<file path="src/core/mpsc_regs.vh">
`ifndef MPSC_REGS_VH
`define MPSC_REGS_VH

// ****************************************
// Top-level power state codes
// ****************************************
`define MPSC_ST_ACTIVE   2'h0
`define MPSC_ST_SLEEP    2'h1
`define MPSC_ST_PSM      2'h2
`define MPSC_ST_OFF      2'h3

// ****************************************
// Active sub-mode codes
// ****************************************
`define MPSC_SUB_FULL    2'h0
`define MPSC_SUB_IDLE    2'h1
`define MPSC_SUB_AIRPL   2'h2
`define MPSC_SUB_EDRX    2'h3

// ****************************************
// Timing
// ****************************************
`define MPSC_CLK_HZ        25000000
`define MPSC_TMR_W         32
`define MPSC_WAKE_MARGIN   32'h0000_0010
`define MPSC_BOOT_CYC      8'h10
`define MPSC_SLEEP_SRC_W   5

`endif

</file>
<file path="src/core/mpsc_controller.v">
`timescale 1ns/1ps
`include "mpsc_regs.vh"

// ****************************************
// Behaviour notes
// ****************************************
// Power-on and reset request pins are active low.
// Power-on counts only while supply is present.
// Emergency off outranks every other transition.
// A reset edge with power-on held forces Active.
// Supply loss forces Off on the next edge.
// Active enters PSM only after the inactivity period.
// Sleep leaves for PSM as soon as PSM is accepted.
// Sleep falls back to Active when a qualifier drops.
// Only a timer wake from PSM sends the area update.
// A pin wake from PSM still runs the boot count.
// Boot count loads on every PSM exit to Active.
// Wake point sits a fixed margin before cycle end.
// Short cycles clamp the wake point to one cycle.
// Off is left on a power-on edge, or a reset edge with power-on held, with supply.
// Idle counter saturates instead of wrapping.
// Sub-mode holds its last value outside Active.
// Radio stays on in Sleep for reception windows.
// State code is two bits, not one-hot, to match the pins.

module mpsc_controller (
    input  wire        clk,
    input  wire        rst,
    input  wire        battery_supply,
    input  wire        power_on_n,
    input  wire        reset_in_n,
    input  wire [1:0]  sub_mode_req,
    input  wire        usb_attached,
    input  wire        usb_suspended,
    input  wire        term_ready,
    input  wire        stay_awake,
    input  wire        gpio_sleep_ok,
    input  wire        modem_msg_idle,
    input  wire        wake_trigger,
    input  wire        psm_accepted,
    input  wire [31:0] psm_cycle_cyc,
    input  wire [31:0] active_idle_cyc,
    input  wire        traffic,
    output reg  [1:0]  power_state,
    output reg  [1:0]  active_sub_mode,
    output reg         app_core_run,
    output reg         modem_drx,
    output reg         radio_on,
    output reg         boot_busy,
    output reg         tau_send,
    output reg         device_reset,
    output reg         emerg_off
);

    // ****************************************
    // Local state
    // ****************************************
    reg  [1:0]  st_q;
    reg  [1:0]  st_d;
    reg  [31:0] cyc_q;
    reg  [31:0] idle_q;
    reg  [7:0]  boot_q;
    reg         pon_q;
    reg         rin_q;
    reg         tau_pend_q;
    wire        pon_on;
    wire        rin_on;
    wire        pon_rise;
    wire        rin_fall;
    wire [31:0] wake_at;
    wire        wake_tmr;
    wire        sleep_ok;
    wire        idle_done;

    // ****************************************
    // Helpers
    // ****************************************
    // Boot finished and no update waiting
    function boot_clear;
        input [7:0] cnt;
        input       pend;
        begin
            boot_clear = (cnt == 8'h00) && !pend;
        end
    endfunction

    // Active-low pins
    assign pon_on   = ~power_on_n & battery_supply;
    assign rin_on   = ~reset_in_n;
    assign pon_rise = pon_on & ~pon_q;
    assign rin_fall = rin_on & ~rin_q;

    // Wakeup point sits a margin ahead of the cycle end
    assign wake_at  = (psm_cycle_cyc > `MPSC_WAKE_MARGIN) ?
                      psm_cycle_cyc - `MPSC_WAKE_MARGIN : 32'h0000_0001;
    assign wake_tmr = (st_q == `MPSC_ST_PSM) && (cyc_q >= wake_at);

    // Sleep qualifiers, all must agree
    assign sleep_ok = (~usb_attached | usb_suspended) & ~term_ready &
                      ~stay_awake & gpio_sleep_ok & modem_msg_idle;

    // Inactivity period spent with boot and update done
    assign idle_done = (idle_q >= active_idle_cyc) && boot_clear(boot_q, tau_pend_q);

    // ****************************************
    // Next state
    // ****************************************
    always @* begin
        st_d = st_q;
        case (st_q)
            `MPSC_ST_ACTIVE: begin
                if (psm_accepted && idle_done)
                    st_d = `MPSC_ST_PSM;
                else if (psm_accepted && boot_clear(boot_q, tau_pend_q))
                    st_d = `MPSC_ST_ACTIVE;
                else if (!psm_accepted && sleep_ok && !wake_trigger)
                    st_d = `MPSC_ST_SLEEP;
            end
            `MPSC_ST_SLEEP: begin
                if (psm_accepted)
                    st_d = `MPSC_ST_PSM;
                else if (wake_trigger || !sleep_ok)
                    st_d = `MPSC_ST_ACTIVE;
            end
            `MPSC_ST_PSM: begin
                if (wake_tmr || pon_on || rin_on)
                    st_d = `MPSC_ST_ACTIVE;
            end
            `MPSC_ST_OFF: begin
                if (pon_rise)
                    st_d = `MPSC_ST_ACTIVE;
            end
            default: st_d = `MPSC_ST_ACTIVE;
        endcase
        // Supply loss, or a reset request with power-on released, forces Off
        if (!battery_supply)
            st_d = `MPSC_ST_OFF;
        if (rin_on && !pon_on && st_q != `MPSC_ST_OFF)
            st_d = `MPSC_ST_OFF;
        else if (rin_fall && pon_on)
            st_d = `MPSC_ST_ACTIVE;
    end

    // ****************************************
    // State, timers and outputs
    // ****************************************
    always @(posedge clk or posedge rst) begin
        if (rst) begin
            st_q            <= `MPSC_ST_ACTIVE;
            cyc_q           <= 32'h0000_0000;
            idle_q          <= 32'h0000_0000;
            boot_q          <= 8'h00;
            pon_q           <= 1'b0;
            rin_q           <= 1'b0;
            tau_pend_q      <= 1'b0;
            power_state     <= `MPSC_ST_ACTIVE;
            active_sub_mode <= `MPSC_SUB_FULL;
            app_core_run    <= 1'b1;
            modem_drx       <= 1'b0;
            radio_on        <= 1'b1;
            boot_busy       <= 1'b0;
            tau_send        <= 1'b0;
            device_reset    <= 1'b0;
            emerg_off       <= 1'b0;
        end else begin
            st_q         <= st_d;
            pon_q        <= pon_on;
            rin_q        <= rin_on;
            power_state  <= st_d;
            tau_send     <= 1'b0;
            device_reset <= rin_fall & pon_on;
            emerg_off    <= rin_on & ~pon_on & (st_q != `MPSC_ST_OFF);
            // Dormant cycle counter runs only in PSM
            if (st_q == `MPSC_ST_PSM && st_d == `MPSC_ST_PSM)
                cyc_q <= cyc_q + 32'h0000_0001;
            else
                cyc_q <= 32'h0000_0000;
            // Timer wake boots processors then sends the update
            if (st_q == `MPSC_ST_PSM && st_d == `MPSC_ST_ACTIVE) begin
                boot_q     <= `MPSC_BOOT_CYC;
                tau_pend_q <= wake_tmr;
            end else if (boot_q != 8'h00) begin
                boot_q <= boot_q - 8'h01;
            end else if (tau_pend_q) begin
                tau_send   <= 1'b1;
                tau_pend_q <= 1'b0;
            end
            // Inactivity count after the update
            if (st_q != `MPSC_ST_ACTIVE || traffic || boot_q != 8'h00 || tau_pend_q)
                idle_q <= 32'h0000_0000;
            else if (idle_q != 32'hFFFF_FFFF)
                idle_q <= idle_q + 32'h0000_0001;
            // ****************************************
            // Output decode
            // ****************************************
            // Sub-mode follows request while active
            if (st_d == `MPSC_ST_ACTIVE)
                active_sub_mode <= sub_mode_req;
            boot_busy    <= (st_d == `MPSC_ST_ACTIVE) && (boot_q != 8'h00 ||
                            (st_q == `MPSC_ST_PSM));
            app_core_run <= (st_d == `MPSC_ST_ACTIVE);
            modem_drx    <= (st_d == `MPSC_ST_SLEEP) ||
                            (st_d == `MPSC_ST_ACTIVE && sub_mode_req == `MPSC_SUB_EDRX);
            radio_on     <= (st_d == `MPSC_ST_ACTIVE && sub_mode_req != `MPSC_SUB_AIRPL) ||
                            (st_d == `MPSC_ST_SLEEP);
        end
    end

endmodule

</file>
<file path="config.mk">
export PLATFORM = sky130hd
export DESIGN_NAME = mpsc_controller
export DESIGN_NICKNAME = d
export VERILOG_FILES = /design/src/core/mpsc_controller.v
export VERILOG_INCLUDE_DIRS = /design/src /design/src/core
export SDC_FILE = /design/constraint.sdc
export NUM_CORES = 1
export LEC_CHECK = 0
export ABC_AREA = 1
export BUFFER_PORTS_ARGS = -buffer_cell sky130_fd_sc_hd__buf_4
export CAP_MARGIN = 40
export CELL_PAD_IN_SITES_DETAIL_PLACEMENT = 1
export CELL_PAD_IN_SITES_GLOBAL_PLACEMENT = 1
export CORE_MARGIN = 1.5
export CORE_UTILIZATION = 45
export CTS_CLUSTER_DIAMETER = 40
export CTS_CLUSTER_SIZE = 20
export DETAILED_ROUTE_END_ITERATION = 10
export PLACE_DENSITY_LB_ADDON = 0.1
export SETUP_SLACK_MARGIN = 0.15
export SYNTH_ARGS = -nofsm -noshare
export SYNTH_HDL_FRONTEND = slang
export SYNTH_SLANG_ARGS = --single-unit
</file>
<file path="constraint.sdc">
create_clock -name clk -period 5 [get_ports clk]
set_input_delay 0.25 -clock clk [delete_from_list [all_inputs] [get_ports clk]]
set_output_delay 0.25 -clock clk [all_outputs]
set_load 0.005 [all_outputs]
</file>
==> results.py, run 1 <==
metrics = {
    "status": {
        "status": "finished with violations",
        "violations": "negative hold slack",
    },
    "sta": {
        "rsz0062_at_grt": "false",
        "timing.setup.tns_ns": 0,
        "setup_violations": 0,
        "finalHoldViolCount": 16,
        "max_freq_ghz": 0.2644,
        "min_period_ns": 3.782,
        "fin_crit_sh_pct": 75.64,
        "timing.hold.ws_ns": -0.008347,
        "drv_slew": 0,
        "fin_skew_ns": 0.01050,
        "slew_headroom_pct": 53.01,
        "worstMarginPinSlew_ns": 0.7041,
    },
    "synth": {
        "yosys.area.top_type": "dfrtp_1",
        "ys_top_cells_by_area": "dfrtp_1, ha_1, nand2_1",
        "ys_ff_latch": 86,
        "netlist_area_sq_um": 6903,
        "syn-instance-count": 944,
        "synth_top_area_share_pct": 30.45,
        "avgSynthCellArea_sq_um": 7.312,
        "synth_cell_types": 48,
        "seq_area_frac_synth_pct": 31.21,
        "syn-num-nets": 1093,
        "ys_warn_count": 0,
    },
    "drt": {
        "num_vias": 6415,
        "first_pass_iters": 4,
        "vias_per_cell": 5.203,
        "drt_iter0_drc": 174,
        "wl_per_cell_microns": 14.04,
        "totalWireLength_microns": 17310,
        "drc": 0,
        "postRouteAntennaNets": 0,
    },
    "worst_setup_path": {
        "crit_top_cell": "nand2_1",
        "rr_worst_depth": 14,
        "cp_num_buf_inv": 5,
        "cp.arrival_ns": 4.02,
        "rr_startpoint": "idle_q[15]$_DFFE_PP0P_",
        "timing.rr.end": "cyc_q[22]$_DFF_PP0_",
        "worstSetupEndpointType": "flop",
        "cp_slowest_stage_delay_ns": 0.40,
        "crit_slowest_cell": "nand3_2",
        "critical_path.max_fanout": 25,
        "path_delay_family": "simple AND/OR/NAND/NOR gates",
        "cp.required_ns": 5.24,
        "path_class": "in2reg",
        "startpoint_type": "input pin",
        "regToRegSetupSlack_ns": 2.19,
    },
    "grt": {
        "grt_start_max_net_pins": 51,
        "overflow": 0,
        "grt.total_usage_pct": 23.05,
        "grt_pass1_wl_microns": 30330,
        "grt_pass1_vias": 6658,
        "antenna_found_initial": 0,
    },
    "place": {
        "dp_cells": 1217,
        "dp_hpwl_microns": 14000,
        "gp_congestion": 0.8352,
        "io_buffers": 90,
    },
    "power_and_ir_drop": {
        "ir_worst_vdd_mv": 0.1979,
        "power_per_cell_area_nw_per_um2": 227.9,
        "p_leak_nw": 4.097,
    },
    "clock_network": {
        "post_cts_buffers": 0,
        "cts_htree_levels": 3,
        "numCtsBuffers": 9,
        "cts_resized": 0,
        "cts.reportedPaths.clkPinSlew_ns": 0.06,
        "clkSinkCount": 86,
        "tritoncts": "yes",
        "clockBufferDepth": 2,
        "cts_root_buf": "clkbuf_16",
        "clock_latency_ns": 0.35,
        "cts_hold_buf": 0,
    },
    "floorplanning": {
        "core_area_sq_um": 15090,
        "dieHeight_microns": 126.9,
        "die_x_microns": 126.9,
        "rows": 45,
        "ios": 91,
        "initial_utilization_pct": 45.75,
        "dieArea_sq_um": 16090,
    },
    "finish": {
        "nets": 1189,
        "post_route_cells_drive_above_1_share_pct": 17.13,
        "area_growth_pct": 17.96,
        "n_antenna_cell": 0,
        "stdcell_count": 1233,
    },
    "flow_run": {
        "max_cap_viol_count": 0,
    },
    "worst_hold_path": {
        "hold_path.class": "in2async",
    },
}
==> per-layer routing <==
metal / up-vias / part of all wire (%) / GRT usage (%)
li1: 3259 / - / -
met1: 3063 / 47 / 29.61
met2: 75 / 49 / 40.25
met3: 18 / 3.1 / 4.218
met4: 0 / 1.2 / 5.481
met5: - / 0 / 0
==> layout by cell type (no fill, tap or decap), types with 3 or more instances in the layout <==
master / Yosys / final
a21oi_1: 56 / 56
a21o_1: 5 / 5
xnor2_1: 10 / 10
nor2_1: 126 / 126
a211oi_1: 3 / 3
buf_4: 0 / 93
nand3_2: 7 / 7
nand3_1: 59 / 59
inv_1: 146 / 145
dfrtp_1: 84 / 84
o21a_1: 6 / 6
nor3_2: 3 / 3
nor3b_2: 3 / 3
nor4_1: 8 / 8
nor2_2: 14 / 14
or2_2: 7 / 7
clkbuf_16: 0 / 9
xor2_1: 23 / 23
a31oi_1: 4 / 4
nor3_4: 4 / 4
nand2_1: 182 / 182
nand4_1: 17 / 17
inv_2: 5 / 5
nor3_1: 21 / 21
nor2_4: 5 / 5
ha_1: 69 / 69
nand2_2: 10 / 10
o21ai_0: 28 / 28
==> sequential cells by signal (all words and copies together), names as in the netlist <==
signal,flops
cyc_q,32
idle_q,32
boot_q,8
active_sub_mode,2
st_q,2
app_core_run,1
boot_busy,1
device_reset,1
emerg_off,1
modem_drx,1
pon_q,1
radio_on,1
rin_q,1
tau_pend_q,1
tau_send,1
==> through the flow <==
step           instance area, sq um  setup slack, ns  hold WS [ns]  utilization, %  total power [mW]
6_report                       8143            1.218     -0.008347           53.96             1.855
5_1_grt                        8143           0.6304       0.04809           53.96             1.956
4_1_cts                        8143            1.162      0.005018           53.96             1.883
3_5_place_dp                   7816           0.7910        0.3880           51.80             1.132
3_3_place_gp                   7801            1.006        0.3771           51.70             1.119
2_1_floorplan                  6903            1.768        0.3202               -            0.9891
==> logic make-up (layout without fill, tap and decap cells) <==
| family | Yosys count | count (layout) | synth area share, % |
|---|---|---|---|
| compound gates | 113 | 113 | 9.280 |
| xor+xnor | 33 | 33 | 4.187 |
| fa+ha+maj | 69 | 69 | 12.51 |
| buf+inv | 160 | 261 | 8.827 |
| flops | 86 | 86 | 31.21 |
| simple gates | 483 | 483 | 33.99 |
==> synth_stat cells, drive strengths merged <==
cell     number
a211oi        3
a21boi        2
a21o          5
a21oi        56
a31oi         4
and2          1
and3          2
buf           7
clkbuf        2
dfrtp        84
dfstp         2
ha           69
inv         151
nand2       193
nand3        66
nand3b        2
nand4        19
nor2        145
nor3         28
nor3b         5
nor4         12
o2111ai       1
o211a         2
o211ai        2
o21a          6
o21ai        29
o221a         1
o31ai         2
or2           9
or3           1
xnor2        10
xor2         23
==> worst max-delay path by stage <==
| stage | depth (start not counted) | startpoint | end | slack (ns) |
|---|---|---|---|---|
| floorplan | 28 | psm_cycle_cyc[4] | tau_pend_q$_DFFE_PP0P_ | 1.77 |
| global placement | 26 | psm_cycle_cyc[4] | cyc_q[20]$_DFF_PP0_ | 1.01 |
| detailed placement | 26 | psm_cycle_cyc[4] | cyc_q[22]$_DFF_PP0_ | 0.79 |
| CTS | 27 | psm_cycle_cyc[4] | cyc_q[22]$_DFF_PP0_ | 1.16 |
| global route | 27 | psm_cycle_cyc[4] | cyc_q[22]$_DFF_PP0_ | 0.63 |
| finish | 27 | psm_cycle_cyc[4] | cyc_q[24]$_DFF_PP0_ | 1.22 |
==> worst reg2reg max path: stages, from the launching register on <==
cell     delay, ns
dfrtp_1       0.49
ha_1          0.35
nand2_1       0.07
nor2_1        0.14
nand2_1       0.10
nor2_1        0.28
nand2_1       0.09
nand3_1       0.08
nand2_1       0.05
nand2_1       0.05
nand2_1       0.06
nand2_1       0.09
nand3_2       0.43
buf_4         0.37
nor2_1        0.10
==> cell type report <==
cell class | instances | area [sq um]
Multi-Input combinational cell | 698 | 4145
Tap cell | 188 | 235.2
Timing Repair Buffer | 94 | 713.2
Sequential cell | 86 | 2155
Inverter | 151 | 568.0
Clock inverter | 5 | 83.83
Fill cell | 1993 | 6947
Clock buffer | 11 | 242.7
==> where the power goes <==
group / switching, mW / internal (mW) / leakage (nW)
clock network: 0.289 / 0.452 / 0.152
registers: 0.0384 / 0.749 / 1.16
logic: 0.176 / 0.150 / 2.78
Note: power is estimated with default switching activity, not from simulation.
==> run 2, diff against run 1 <==
--- a/config.mk
+++ b/config.mk
@@ -12,7 +12,7 @@
 export CELL_PAD_IN_SITES_DETAIL_PLACEMENT = 1
 export CELL_PAD_IN_SITES_GLOBAL_PLACEMENT = 1
 export CORE_MARGIN = 1.5
-export CORE_UTILIZATION = 45
+export CORE_UTILIZATION = 43
 export CTS_CLUSTER_DIAMETER = 40
 export CTS_CLUSTER_SIZE = 20
 export DETAILED_ROUTE_END_ITERATION = 10
==> constraint.sdc (replaced) <==
create_clock -name clk -period 3.84 [get_ports clk]
set_input_delay 0.192 -clock clk [delete_from_list [all_inputs] [get_ports clk]]
set_output_delay 0.192 -clock clk [all_outputs]
set_load 0.005 [all_outputs]
==> results.py, run 2 (same netlist as run 1, synthesis figures left out) <==
metrics = {
    "status": {
        "status": "finished, final reports clean",
    },
    "floorplanning": {
        "core_area_sq_um": 15770,
        "dieHeight_microns": 129.7,
        "die_x_microns": 129.7,
        "rows": 46,
        "initial_utilization_pct": 43.77,
        "ios": 91,
        "dieArea_sq_um": 16820,
    },
    "clock_network": {
        "cts_root_buf": "clkbuf_16",
        "clockBufferDepth": 2,
        "tritoncts": "yes",
        "clock_latency_ns": 0.35,
        "cts_htree_levels": 3,
        "clkSinkCount": 86,
        "post_cts_buffers": 0,
        "numCtsBuffers": 9,
        "cts.reportedPaths.clkPinSlew_ns": 0.06,
    },
    "worst_setup_path": {
        "path_class": "in2reg",
        "cp.arrival_ns": 3.66,
        "crit_slowest_cell": "ha_1",
        "cp.required_ns": 4.12,
        "cp_slowest_stage_delay_ns": 0.27,
        "startpoint_type": "input pin",
        "crit_top_cell": "nand2_1",
        "critical_path.max_fanout": 8,
        "worstSetupEndpointType": "flop",
    },
    "drt": {
        "wl_per_cell_microns": 13.73,
        "postRouteAntennaNets": 0,
        "num_vias": 6404,
        "drc": 0,
        "vias_per_cell": 5.066,
        "totalWireLength_microns": 17350,
        "drt_iter0_drc": 182,
        "first_pass_iters": 4,
    },
    "sta": {
        "rsz0062_at_grt": "false",
        "slew_headroom_pct": 53.35,
        "finalHoldViolCount": 0,
        "setup_violations": 0,
        "min_period_ns": 3.377,
        "max_freq_ghz": 0.2961,
        "drv_slew": 0,
        "timing.setup.tns_ns": 0,
        "worstMarginPinSlew_ns": 0.6944,
        "fin_crit_sh_pct": 87.94,
        "fin_skew_ns": 0.01044,
    },
    "finish": {
        "stdcell_count": 1264,
        "area_growth_pct": 18.83,
        "nets": 1192,
        "n_antenna_cell": 0,
        "largestRegisters": "cyc_q (32), idle_q (32), boot_q (8)",
        "final_core_util_pct": 52.02,
        "layout_commonest_cell": "nand2_1",
        "layout_common_cells": "nand2_1, inv_1, nor2_1",
        "post_route_cells_drive_above_1_share_pct": 17.27,
    },
    "grt": {
        "grt_start_max_net_pins": 39,
        "grt_pass1_vias": 6445,
        "antenna_found_initial": 0,
        "overflow": 0,
        "grt_pass1_wl_microns": 29720,
        "grt.total_usage_pct": 21.87,
    },
    "power_and_ir_drop": {
        "ir_worst_vdd_mv": 0.2996,
        "power_per_cell_area_nw_per_um2": 279.8,
        "p_leak_nw": 4.115,
    },
    "place": {
        "dp_cells": 1247,
        "dp_hpwl_microns": 13940,
        "io_buffers": 90,
        "gp_congestion": 0.7908,
    },
    "flow_run": {
        "max_cap_viol_count": 0,
    },
    "worst_hold_path": {
        "hold_path.class": "in2reg",
    },
}
[run 2: changes by cell type in the layout (fill, tap and decap cells not counted), sizes merged]
cell	previous run	this run
buf	94	96
bufinv	2	0
clkbuf	11	14
clkinvlp	2	1
dlygate4sd3	0	1
[run 2: metal layers]
layer  vias up  track usage [%]  part of all wire, %
met5         -                0                    0
met4         0            4.510                  1.0
met3        14            3.526                  2.7
met2        63            37.66                   48
met1      3057            29.12                   48
li1       3270                -                    -
[run 2: path summary, 6_finish.rpt]
check / startpoint / end / slack, ns / cells after the start
worst max-delay path: psm_cycle_cyc[4] / tau_pend_q$_DFFE_PP0P_ / 0.46 / 29
worst min-delay path: power_on_n / device_reset$_DFF_PP0_ / 0.04 / 2
worst max register to register: idle_q[0]$_DFFE_PP0P_ / idle_q[21]$_DFFE_PP0P_ / 1.38 / 12
worst min register to register: rin_q$_DFF_PP0_ / device_reset$_DFF_PP0_ / 0.47 / 1
max in group asynchronous: rst / cyc_q[12]$_DFF_PP0_ / 2.50 / 4
min in group asynchronous: rst / cyc_q[24]$_DFF_PP0_ / 0.49 / 3
[run 2: critical path: cells and delay by family]
kind / cells / cell delay, ns
adder cells (fa/ha/maj): 2 / 0.46
AND/OR/NAND/NOR: 20 / 2.24
AO/OA/AOI/OAI: 2 / 0.26
buffers and inverters: 5 / 0.47
[run 2: stage by stage]
step | instance area [sq um] | total power [mW] | worst slack (ns) | hold WS (ns)
4_1_cts | 8174 | 2.324 | 0.3593 | 0.02577
3_3_place_gp | 7884 | 1.464 | 0.1221 | 0.3346
3_5_place_dp | 7884 | 1.480 | 0.008361 | 0.3278
2_1_floorplan | 6903 | 1.288 | 0.6658 | 0.2622
5_1_grt | 8203 | 2.420 | 0.1477 | 0.03673
6_report | 8203 | 2.296 | 0.4631 | 0.03529
[run 2: layout make-up]
type                            instances  area [sq um]
Clock buffer                           14         264.0
Clock inverter                          2         16.27
Fill cell                            2065          7567
Inverter                              151         570.5
Multi-Input combinational cell        698          4172
Sequential cell                        86          2155
Tap cell                              216         270.3
Timing Repair Buffer                   97         755.7
[run 2: power by group]
| part | total [mW] | leakage [nW] | internal (mW) | switching, mW |
|---|---|---|---|---|
| registers | 1.03 | 1.16 | 0.976 | 0.0537 |
| logic | 0.432 | 2.82 | 0.199 | 0.233 |
| clock network | 0.834 | 0.133 | 0.476 | 0.358 |
| total | 2.30 | 4.11 | 1.65 | 0.644 |
[run 2: what timing repair did]
action	in CTS	in global routing
resized for setup	0	6
hold endpoints to repair	36	0
hold buffers	1	0
setup endpoints to repair	0	14
